`src/hdl/usc_cfg.svh`:
```
// Offsets, field positions, reset values and sizes of the serial block.
// Assumes byte addresses on a 32-bit Avalon-MM port, one word per register.
`ifndef USC_CFG_SVH
`define USC_CFG_SVH

`define USC_AW            12
`define USC_OFF_DATA      12'h000
`define USC_OFF_RSR       12'h004
`define USC_OFF_FLAG      12'h018
`define USC_OFF_ILPR      12'h020
`define USC_OFF_IBRD      12'h024
`define USC_OFF_FBRD      12'h028
`define USC_OFF_LCRH      12'h02C
`define USC_OFF_CTL       12'h030

`define USC_LC_BRK        0
`define USC_LC_PEN        1
`define USC_LC_EPS        2
`define USC_LC_STP2       3
`define USC_LC_WLEN_LO    5
`define USC_LC_SPS        7

`define USC_CT_EN         0
`define USC_CT_SIR        1
`define USC_CT_SIRLP      2
`define USC_CT_TXE        8
`define USC_CT_RXE        9
`define USC_CTL_RST       10'h300

`define USC_FL_BUSY       3
`define USC_FL_RXFE       4
`define USC_FL_TXFF       5
`define USC_FL_RXFF       6
`define USC_FL_TXFE       7

`define USC_DEPTH         5'h10
`define USC_SUB_LAST      4'hF
`define USC_START_MID     4'h7
`define USC_IR_PULSE      4'h3
`define USC_LP_PULSE      2'h3

`endif

```
`src/hdl/usc_pkg.sv`:
```
// Types shared by the serial block and its bench.
// Assumes usc_cfg.svh for all numeric constants.
package usc_pkg;
    typedef enum logic [2:0] {
        ST_IDLE  = 3'h0,
        ST_START = 3'h1,
        ST_DATA  = 3'h2,
        ST_PAR   = 3'h3,
        ST_STOP  = 3'h4
    } usc_fsm_t;

    typedef struct packed {
        logic [11:0] address;
        logic        read;
        logic        write;
        logic [31:0] writedata;
    } usc_avs_req_t;

    typedef struct packed {
        logic               ack;
        logic [15:0]        rdata;
        logic [15:0]        ibrd;
        logic [5:0]         fbrd;
        logic [7:0]         lcrh;
        logic [29:0]        cfg;
        logic [9:0]         ctl;
        logic [7:0]         ilpr;
        logic [15:0]        bcnt;
        logic [5:0]         facc;
        logic [7:0]         lcnt;
        logic [15:0][7:0]   txm;
        logic [3:0]         txr;
        logic [4:0]         txc;
        logic [15:0][11:0]  rxm;
        logic [3:0]         rxr;
        logic [4:0]         rxc;
        usc_fsm_t           tst;
        logic [3:0]         tsub;
        logic [2:0]         tbit;
        logic [7:0]         tsh;
        logic               tpar;
        logic [1:0]         tlp;
        logic               txd;
        usc_fsm_t           rst;
        logic [3:0]         rsub;
        logic [2:0]         rbit;
        logic [7:0]         rsh;
        logic               rpe;
        logic               rpb;
        logic               rprev;
        logic [2:0]         sync;
        logic               rline;
        logic [3:0]         irh;
        logic               oepend;
        logic [3:0]         rsr;
    } usc_state_t;
endpackage

```
`src/hdl/usc_top.sv`:
```
// Serial transmitter/receiver with fractional baud generator, FIFOs and IR codec.
// Assumes an Avalon-MM master on mclk and an asynchronous serial_rx_pin.
// Function
// - Start, data LSB first, parity, stop bits
// - Five to eight data bits, one/two stops
// - Even, odd, stick or no parity
// - Divisor: 16-bit integer, 6-bit fraction
// - Oversample tick at sixteen times baud
// - Divisor and line settings latch on line write
// - Per-direction enables, both set after reset
// - Disable finishes current character first
// - Sixteen-entry FIFOs, four status bits per receive
// - FIFO write starts frames, back to back
// - Busy until FIFO empty and shifter done
// - Start rejected if high at eighth tick
// - Data sampled every sixteenth tick, then parity
// - Low stop flags framing error, then store
// - Overrun, parity, framing, break stored with data
// - Break generated on transmit, detected on receive
// - IR zero is 3/16 high pulse
// - IR low pulse decodes to zero
// - Low-power pulse three divided-clock periods
//
// Chosen here: the address map and the Avalon-MM slave port.
`include "usc_cfg.svh"

module usc_top (
    input  wire logic                  mclk,
    input  wire logic                  rstn,
    input  wire usc_pkg::usc_avs_req_t avs_req,
    output logic [31:0]                avs_readdata,
    output logic                       avs_waitrequest,
    input  wire logic                  serial_rx_pin,
    output logic                       serial_tx_pin
);
    import usc_pkg::*;

    usc_state_t s;
    usc_state_t n;
    logic       tick;
    logic       lp_tick;
    logic       acc;
    logic       lcrh_wr;
    logic       rx_pop;
    logic       tx_push;
    logic       tx_pop;
    logic       rx_push;
    logic       line;
    logic       bitv;
    logic       rx_samp;

    function automatic logic [2:0] last_idx(input logic [1:0] wlen);
        return 3'h4 + {1'b0, wlen};
    endfunction

    function automatic logic par_of(input logic [7:0] d, input logic [7:0] lc);
        logic [7:0] m;
        m = 8'hFF >> (3'h3 - {1'b0, lc[`USC_LC_WLEN_LO+:2]});
        if (lc[`USC_LC_SPS]) begin
            return ~lc[`USC_LC_EPS];
        end
        return (^(d & m)) ^ ~lc[`USC_LC_EPS];
    endfunction

    assign avs_waitrequest = (avs_req.read | avs_req.write) & ~s.ack;
    assign avs_readdata    = {16'h0000, s.rdata};
    assign serial_tx_pin   = s.txd;

    always_comb begin
        logic [7:0]  lc;
        logic [6:0]  fsum;
        logic [7:0]  rdat;
        logic        brk;
        logic        fe;
        n       = s;
        lc      = s.cfg[7:0];
        fsum    = 7'h00;
        rdat    = 8'h00;
        brk     = 1'b0;
        fe      = 1'b0;
        tick    = 1'b0;
        lp_tick = 1'b0;
        tx_pop  = 1'b0;
        rx_push = 1'b0;
        rx_samp = 1'b0;
        bitv    = 1'b1;

        // Bus: first cycle captures read data, second cycle completes
        n.ack   = (avs_req.read | avs_req.write) & ~s.ack;
        acc     = (avs_req.read | avs_req.write) & s.ack;
        lcrh_wr = acc & avs_req.write & (avs_req.address == `USC_OFF_LCRH);
        rx_pop  = acc & avs_req.read & (avs_req.address == `USC_OFF_DATA) & (s.rxc != 5'h00);
        tx_push = acc & avs_req.write & (avs_req.address == `USC_OFF_DATA)
                  & (s.txc != `USC_DEPTH);
        if (avs_req.read & ~s.ack) begin
            if (avs_req.address == `USC_OFF_DATA) begin
                n.rdata = {4'h0, s.rxm[s.rxr]};
            end else if (avs_req.address == `USC_OFF_RSR) begin
                n.rdata = {12'h000, s.rsr};
            end else if (avs_req.address == `USC_OFF_FLAG) begin
                n.rdata = 16'h0000;
                n.rdata[`USC_FL_BUSY] = (s.txc != 5'h00) | (s.tst != ST_IDLE);
                n.rdata[`USC_FL_RXFE] = (s.rxc == 5'h00);
                n.rdata[`USC_FL_TXFF] = (s.txc == `USC_DEPTH);
                n.rdata[`USC_FL_RXFF] = (s.rxc == `USC_DEPTH);
                n.rdata[`USC_FL_TXFE] = (s.txc == 5'h00);
            end else if (avs_req.address == `USC_OFF_ILPR) begin
                n.rdata = {8'h00, s.ilpr};
            end else if (avs_req.address == `USC_OFF_IBRD) begin
                n.rdata = s.ibrd;
            end else if (avs_req.address == `USC_OFF_FBRD) begin
                n.rdata = {10'h000, s.fbrd};
            end else if (avs_req.address == `USC_OFF_LCRH) begin
                n.rdata = {8'h00, s.lcrh};
            end else if (avs_req.address == `USC_OFF_CTL) begin
                n.rdata = {6'h00, s.ctl};
            end else begin
                n.rdata = 16'h0000;
            end
        end
        if (acc & avs_req.write) begin
            if (avs_req.address == `USC_OFF_RSR) begin
                n.rsr = 4'h0;
            end else if (avs_req.address == `USC_OFF_ILPR) begin
                n.ilpr = avs_req.writedata[7:0];
            end else if (avs_req.address == `USC_OFF_IBRD) begin
                n.ibrd = avs_req.writedata[15:0];
            end else if (avs_req.address == `USC_OFF_FBRD) begin
                n.fbrd = avs_req.writedata[5:0];
            end else if (avs_req.address == `USC_OFF_LCRH) begin
                n.lcrh = avs_req.writedata[7:0];
                n.cfg  = {s.ibrd, s.fbrd, avs_req.writedata[7:0]};
            end else if (avs_req.address == `USC_OFF_CTL) begin
                n.ctl = avs_req.writedata[9:0];
            end
        end
        if (rx_pop) begin
            n.rsr = s.rxm[s.rxr][11:8];
        end

        // fractional divider, carry stretches one period
        if (s.cfg[29:14] == 16'h0000) begin
            n.bcnt = 16'h0000;
        end else if (s.bcnt == 16'h0000) begin
            tick   = 1'b1;
            fsum   = {1'b0, s.facc} + {1'b0, s.cfg[13:8]};
            n.facc = fsum[5:0];
            n.bcnt = s.cfg[29:14] - 16'h0001 + {15'h0000, fsum[6]};
        end else begin
            n.bcnt = s.bcnt - 16'h0001;
        end
        // divide by 1..256, zero meaning 256
        if (s.lcnt == 8'h00) begin
            lp_tick = 1'b1;
            n.lcnt  = s.ilpr - 8'h01;
        end else begin
            n.lcnt = s.lcnt - 8'h01;
        end

        // a running frame ignores the enables
        if (s.tst != ST_IDLE) begin
            if (lp_tick & (s.tlp != `USC_LP_PULSE)) begin
                n.tlp = s.tlp + 2'h1;
            end
            if (tick) begin
                n.tsub = s.tsub + 4'h1;
                if (s.tsub == `USC_SUB_LAST) begin
                    n.tlp = 2'h0;
                    n.lcnt = s.ilpr - 8'h01;
                    case (s.tst)
                        ST_START: begin
                            n.tst  = ST_DATA;
                            n.tbit = 3'h0;
                        end
                        ST_DATA: begin
                            n.tsh  = s.tsh >> 1;
                            n.tbit = s.tbit + 3'h1;
                            if (s.tbit == last_idx(lc[`USC_LC_WLEN_LO+:2])) begin
                                n.tst  = lc[`USC_LC_PEN] ? ST_PAR : ST_STOP;
                                n.tbit = 3'h0;
                            end
                        end
                        ST_PAR: begin
                            n.tst = ST_STOP;
                        end
                        ST_STOP: begin
                            if (lc[`USC_LC_STP2] & (s.tbit == 3'h0)) begin
                                n.tbit = 3'h1;
                            end else begin
                                n.tst = ST_IDLE;
                            end
                        end
                        default: begin
                            n.tst = ST_IDLE;
                        end
                    endcase
                end
            end
        end
        // frames start on a tick, straight after the last stop
        // Waiting for a tick keeps the start bit a full sixteen ticks long
        if (tick & (n.tst == ST_IDLE) & (s.txc != 5'h00) & s.ctl[`USC_CT_EN]
            & s.ctl[`USC_CT_TXE]) begin
            tx_pop = 1'b1;
            n.tsh  = s.txm[s.txr];
            n.tpar = par_of(s.txm[s.txr], lc);
            n.tst  = ST_START;
            n.tsub = 4'h0;
            n.tlp  = 2'h0;
            // low-power pulse counts from the bit edge
            n.lcnt = s.ilpr - 8'h01;
        end
        case (s.tst)
            ST_START: bitv = 1'b0;
            ST_DATA:  bitv = s.tsh[0];
            ST_PAR:   bitv = s.tpar;
            default:  bitv = 1'b1;
        endcase
        // break forces a zero bit; outside SIR mode the data line is held low
        if (lc[`USC_LC_BRK]) begin
            bitv = 1'b0;
        end
        if (!s.ctl[`USC_CT_SIR]) begin
            n.txd = bitv;
        end else if (s.ctl[`USC_CT_SIRLP]) begin
            n.txd = ~bitv & (s.tlp != `USC_LP_PULSE);
        end else begin
            n.txd = ~bitv & (s.tsub < `USC_IR_PULSE);
        end

        // Three-stage sync; a change counts once stages two and three agree
        n.sync = {s.sync[1:0], serial_rx_pin};
        if (s.sync[1] == s.sync[2]) begin
            n.rline = s.sync[2];
        end
        // a low pulse is stretched into a zero of about one bit
        if (!s.rline) begin
            n.irh = `USC_SUB_LAST;
        end else if (tick & (s.irh != 4'h0)) begin
            n.irh = s.irh - 4'h1;
        end
        line    = s.ctl[`USC_CT_SIR] ? (s.rline & (s.irh == 4'h0)) : s.rline;
        n.rprev = line;

        case (s.rst)
            ST_IDLE: begin
                // start only on a fall from idle-high
                if (s.ctl[`USC_CT_EN] & s.ctl[`USC_CT_RXE] & !line & s.rprev) begin
                    n.rst  = ST_START;
                    n.rsub = 4'h0;
                end
            end
            ST_START: begin
                if (tick) begin
                    n.rsub = s.rsub + 4'h1;
                    if (s.rsub == `USC_START_MID) begin
                        n.rst  = line ? ST_IDLE : ST_DATA;
                        n.rsub = 4'h0;
                        n.rbit = 3'h0;
                        n.rpe  = 1'b0;
                        n.rpb  = 1'b0;
                    end
                end
            end
            default: begin
                if (tick) begin
                    n.rsub  = s.rsub + 4'h1;
                    rx_samp = (s.rsub == `USC_SUB_LAST);
                end
            end
        endcase
        rdat = s.rsh >> (3'h3 - {1'b0, lc[`USC_LC_WLEN_LO+:2]});
        if (rx_samp) begin
            case (s.rst)
                ST_DATA: begin
                    n.rsh  = {line, s.rsh[7:1]};
                    n.rbit = s.rbit + 3'h1;
                    if (s.rbit == last_idx(lc[`USC_LC_WLEN_LO+:2])) begin
                        n.rst = lc[`USC_LC_PEN] ? ST_PAR : ST_STOP;
                    end
                end
                ST_PAR: begin
                    n.rpe = (line != par_of(rdat, lc));
                    n.rpb = line;
                    n.rst = ST_STOP;
                end
                ST_STOP: begin
                    // low stop is framing, whole frame low is break
                    fe      = !line;
                    brk     = fe & (rdat == 8'h00) & !s.rpb;
                    rx_push = 1'b1;
                    n.rst   = ST_IDLE;
                    // Forces a fresh idle-high before the next start
                    n.rprev = 1'b0;
                end
                default: begin
                    n.rst = ST_IDLE;
                end
            endcase
        end
        // overrun rides with the next stored character
        if (rx_push) begin
            if ((s.rxc == `USC_DEPTH) & !rx_pop) begin
                n.oepend = 1'b1;
                n.rsr[3] = 1'b1;
            end else begin
                n.rxm[s.rxr + s.rxc[3:0]] = {s.oepend, brk, s.rpe, fe, rdat};
                n.oepend = 1'b0;
            end
        end
        if (tx_push) begin
            n.txm[s.txr + s.txc[3:0]] = avs_req.writedata[7:0];
        end
        if (tx_pop) begin
            n.txr = s.txr + 4'h1;
        end
        if (rx_pop) begin
            n.rxr = s.rxr + 4'h1;
        end
        n.txc = s.txc + {4'h0, tx_push} - {4'h0, tx_pop};
        n.rxc = s.rxc + {4'h0, rx_push & ((s.rxc != `USC_DEPTH) | rx_pop)}
                - {4'h0, rx_pop};
    end

    always_ff @(posedge mclk) begin
        if (!rstn) begin
            s       <= '0;
            s.ctl   <= `USC_CTL_RST;
            s.txd   <= 1'b1;
            s.sync  <= 3'h7;
            s.rline <= 1'b1;
            s.rprev <= 1'b1;
        end else begin
            s <= n;
        end
    end

    logic busy_flag;
    assign busy_flag = (s.txc != 5'h00) | (s.tst != ST_IDLE);
endmodule

```
`config.mk`:
```
export PLATFORM = sky130hd
export DESIGN_NAME = usc_top
export DESIGN_NICKNAME = d
export VERILOG_FILES = /design/src/hdl/usc_pkg.sv /design/src/hdl/usc_top.sv
export VERILOG_INCLUDE_DIRS = /design/src /design/src/hdl
export SDC_FILE = /design/constraint.sdc
export NUM_CORES = 1
export LEC_CHECK = 0
export BUFFER_PORTS_ARGS = -buffer_cell sky130_fd_sc_hd__buf_2
export CAP_MARGIN = 30
export CORE_UTILIZATION = 30
export DETAILED_ROUTE_END_ITERATION = 16
export HOLD_SLACK_MARGIN = 0.1
export PLACE_DENSITY = 0.51
export SYNTH_ARGS = -nofsm -noshare
export SYNTH_HDL_FRONTEND = slang
export SYNTH_SLANG_ARGS = --single-unit
```
`constraint.sdc`:
```
create_clock -name mclk -period 5.1 [get_ports mclk]
set_input_delay 1.02 -clock mclk [delete_from_list [all_inputs] [get_ports mclk]]
set_output_delay 1.02 -clock mclk [all_outputs]
set_load 0.005 [all_outputs]
```
==> impl_metrics.yaml <==
timing:
  maxSlewViolCount: 0
  finalSetupViolations: 0
  fin_crit_share_pct: 92.6
  relSlewSlack_pct: 21.4
  fmax_ghz: 0.212
  final.min_clock_period_ns: 4.72
  rsz0062_at_grt: "no"
  tightest_slew_ns: 1.18
  timing.setup.tns_ns: 0
  timing_hold_violations_final: 0
  timing.clock.skew_ns: 0.0879
worst_setup_path:
  critical_path.slowest_cell: "or4_4"
  launch_point_of_the_worst_reg_to_reg_path: "s[463]$_SDFFE_PN0P_"
  r2r_setup_slack_ns: 0.38
  cp.required_ns: 5.63
  worstSetupStartpointType: "flip-flop"
  timing.setup.critical_path_class: "reg2reg"
  critPathArrivalTime_ns: 5.26
  timing.rr.end: "s[261]$_SDFF_PN0_"
  crit_path_end_kind: "flip-flop"
  ff_to_ff_path_depth: 14
  cp_max_fanout: 10
  crit_path_cell_trace: "or4_4 -> or4_1 -> o311ai_4 -> nor4_1 -> o21ai_1 -> inv_1 -> ha_1 -> inv_1 -> ha_1 -> fa_1 -> a21oi_1 -> nor2_1 -> or3_1 -> and3_1"
  critical-path-max-stage-delay_ns: 0.57
logic_synthesis:
  synth.ff_latch_count: 511
  number_of_synthesized_flops_with_an_enable_pin: 0
  sequential_share_of_the_synthesized_area_pct: 40.7
  synth_largest_type_area_fraction_pct: 40.7
  post-synth-top-area-cell: "dfxtp_1"
  synth.distinct_cells: 81
  syn-instance-count: 2737
  synth_top_cells_by_area: "dfxtp_1, nand2_1, mux4_2, mux2i_1, a21boi_0"
  synth_top_flop_cell: "dfxtp_1"
  synth-adder-area-share_pct: 2.49
  synth_top_family_by_area: "simple AND/OR/NAND/NOR gates"
  post_synthesis_compound_gate_area_fraction_pct: 13.0
  post_synth_xor_area_fraction_pct: 2.91
  async_reset_ff_share_pct: 0
  synth.yosys.warnings: 0
  syn_area_mm2: 0.0251
  synth_simple_gate_area_share_pct: 20.9
  yosys-mux-area-fraction_pct: 15.2
  postSynthAreaPerCell_um2: 9.19
pwr:
  pwr_density_cell_mw_per_mm2: 310
  total_power_uw: 8740
  ir_worst_vdd_mv: 0.322
  leakagePower_uw: 0.00997
global_routing:
  maximum_number_of_pins_on_one_net_before_global_route_repair: 162
  initial_antenna_violation_count: 0
  grt_overflow: 0
  grt_pass1_vias: 18900
  grt_use_total_pct: 16.2
  global_route_wire_length_before_repair_um: 110000
route:
  route.detailed.vias_per_inst: 4.97
  drt_wl_total_um: 69900
  detailedRoute.firstIterationViolations: 1080
  routed-via-count: 19000
  met2_length_um: 33800
  routed.top_layer: "met4"
  met1_length_um: 32000
  postRouteAntennaNets: 0
  detailedRoute.firstPassIterationCount: 7
  wl_met3_um: 2310
  wire_per_inst_um: 18.3
  drc: 0
die:
  placement_rows: 105
  start_util_pct: 30.5
  placeableCoreArea_mm2: 0.0825
  height_of_the_chip_um: 292
  io_pins: 83
  die_area_mm2: 0.0850
  fp.dieW_um: 292
placed_design:
  numPortBuffers: 50
  finalWeightedCongestion: 0.851
  detail_placement_hpwl_um: 46900
cells_and_area:
  seq_area_mm2: 0.0102
  multi_input_comb_area_mm2: 0.0138
  flow.area_growth_from_synthesis_pct: 12.2
  antenna_diode_count: 0
  leading_cell_type_in_the_layout_fill_and_taps_excluded: "nand2_1"
  nets: 2800
  layout.cells.most_common_list: "nand2_1, dfxtp_1, nor2b_1, mux2i_1, a21boi_0"
  fillCellCount: 8339
  final_layout_size_suffix_gt1_share_pct: 11.7
cts:
  inserted_clock_buffers: 60
  tritoncts: "yes"
  worst_skew_pair.late_latency_ns: 0.67
  cts_hold_buf: 0
  cts-root-to-sink-buffers: 3
  clock_slew_seen_by_the_registers_of_the_worst_setup_and_hold_paths_ns: 0.06
  clk_sinks: 511
  htree_levels: 2
  post_cts_buffers: 0
  post_cts_resized: 0
  clockRootBuffer: "clkbuf_16"
flow_run:
  cap_viol_max_count: 0
min_path:
  hold-path-endpoint: "n[12]$_SDFF_PN1_"
  path_category_of_the_worst_min_delay_check: "reg2reg"
  min_from: "n[11]$_SDFF_PN1_"
  hold_depth: 1
status:
  run_status: "finished, final reports clean"
-- per-stage QoR --
step	hold slack (ns)	cell area [um^2]	cells	utilization (%)	setup WS (ns)
2_1_floorplan	0.386	25200	2752	-	1.01
3_3_place_gp	0.388	26100	3708	31.7	0.427
3_5_place_dp	0.393	26200	3712	31.8	0.380
4_1_cts	0.407	28200	3819	34.2	0.327
5_1_grt	0.432	28200	3819	34.2	0.123
6_report	0.404	28200	3819	34.2	0.375
-- report_power, final --
group	internal [uW]	switching, uW	leakage [uW]
registers	4020	27.7	0.00412
clock network	2550	1780	0.000984
logic	150	205	0.00486
-- worst max-delay path, delay by kind of cell (launching register included) --
family | cells | cell delay [ns]
adder cells (fa/ha/maj) | 3 | 0.96
buffers and inverters | 2 | 0.31
flip-flops | 1 | 0.36
AO/OA/AOI/OAI | 3 | 1.08
AND/OR/NAND/NOR | 6 | 1.90
-- synthesized netlist by cell type, types with 17 or more instances --
cell type    n
nor2_1     128
clkbuf_1   130
a21oi_1     58
o21ai_0     94
dfxtp_1    511
buf_2       17
inv_1       43
and2_1      68
a221oi_1    22
mux2i_1    187
nor3_1      24
nand2_1    528
a21boi_0   186
nand2b_1    20
xor2_1      34
nand3_1     37
buf_4       47
mux4_2      84
xnor2_1     47
ha_1        42
nor2b_1    194
-- registers in the layout (all words and copies together), names as in the netlist --
register and count:
s 492, avs_readdata 16, serial_tx_pin 1, n 2
-- worst max path at each step --
| stage | from | end | slack, ns | cells after the start |
|---|---|---|---|---|
| 4_1_cts | s[463]$_SDFFE_PN0P_ | s[261]$_SDFF_PN0_ | 0.33 | 14 |
| 6_report | s[463]$_SDFFE_PN0P_ | s[261]$_SDFF_PN0_ | 0.38 | 14 |
| 5_1_grt | s[463]$_SDFFE_PN0P_ | s[261]$_SDFF_PN0_ | 0.12 | 14 |
| 2_1_floorplan | s[463]$_SDFFE_PN0P_ | s[261]$_SDFF_PN0_ | 1.01 | 15 |
| 3_5_place_dp | s[463]$_SDFFE_PN0P_ | s[261]$_SDFF_PN0_ | 0.38 | 14 |
| 3_3_place_gp | s[463]$_SDFFE_PN0P_ | s[261]$_SDFF_PN0_ | 0.43 | 14 |
-- layer usage --
metal	up-vias	track usage, %
li1	9266	-
met4	0	4.81
met1	9267	21.2
met3	112	2.11
met5	-	0
met2	327	27.8
-- cells by family (layout without fill, tap and decap cells) --
logic type,count (synthesis),after routing
muxes,277,277
DFF,511,511
and+or+nand+nor,1095,1095
adders and majority gates,47,47
xor gates and xnor gates,82,82
AOI/OAI and AO/OA,467,467
buffers and inverters,257,254
other,1,16
-- final cells by class --
class	instances	area share, %
inverters	44	0.585
flip-flops and latches	511	36.3
clock inverters	16	0.838
repair buffers	103	2.49
well taps	1070	4.74
clock buffers	91	6.30
multi-input cells	1984	48.8
No activity file was read; power rests on OpenSTA's default activity.
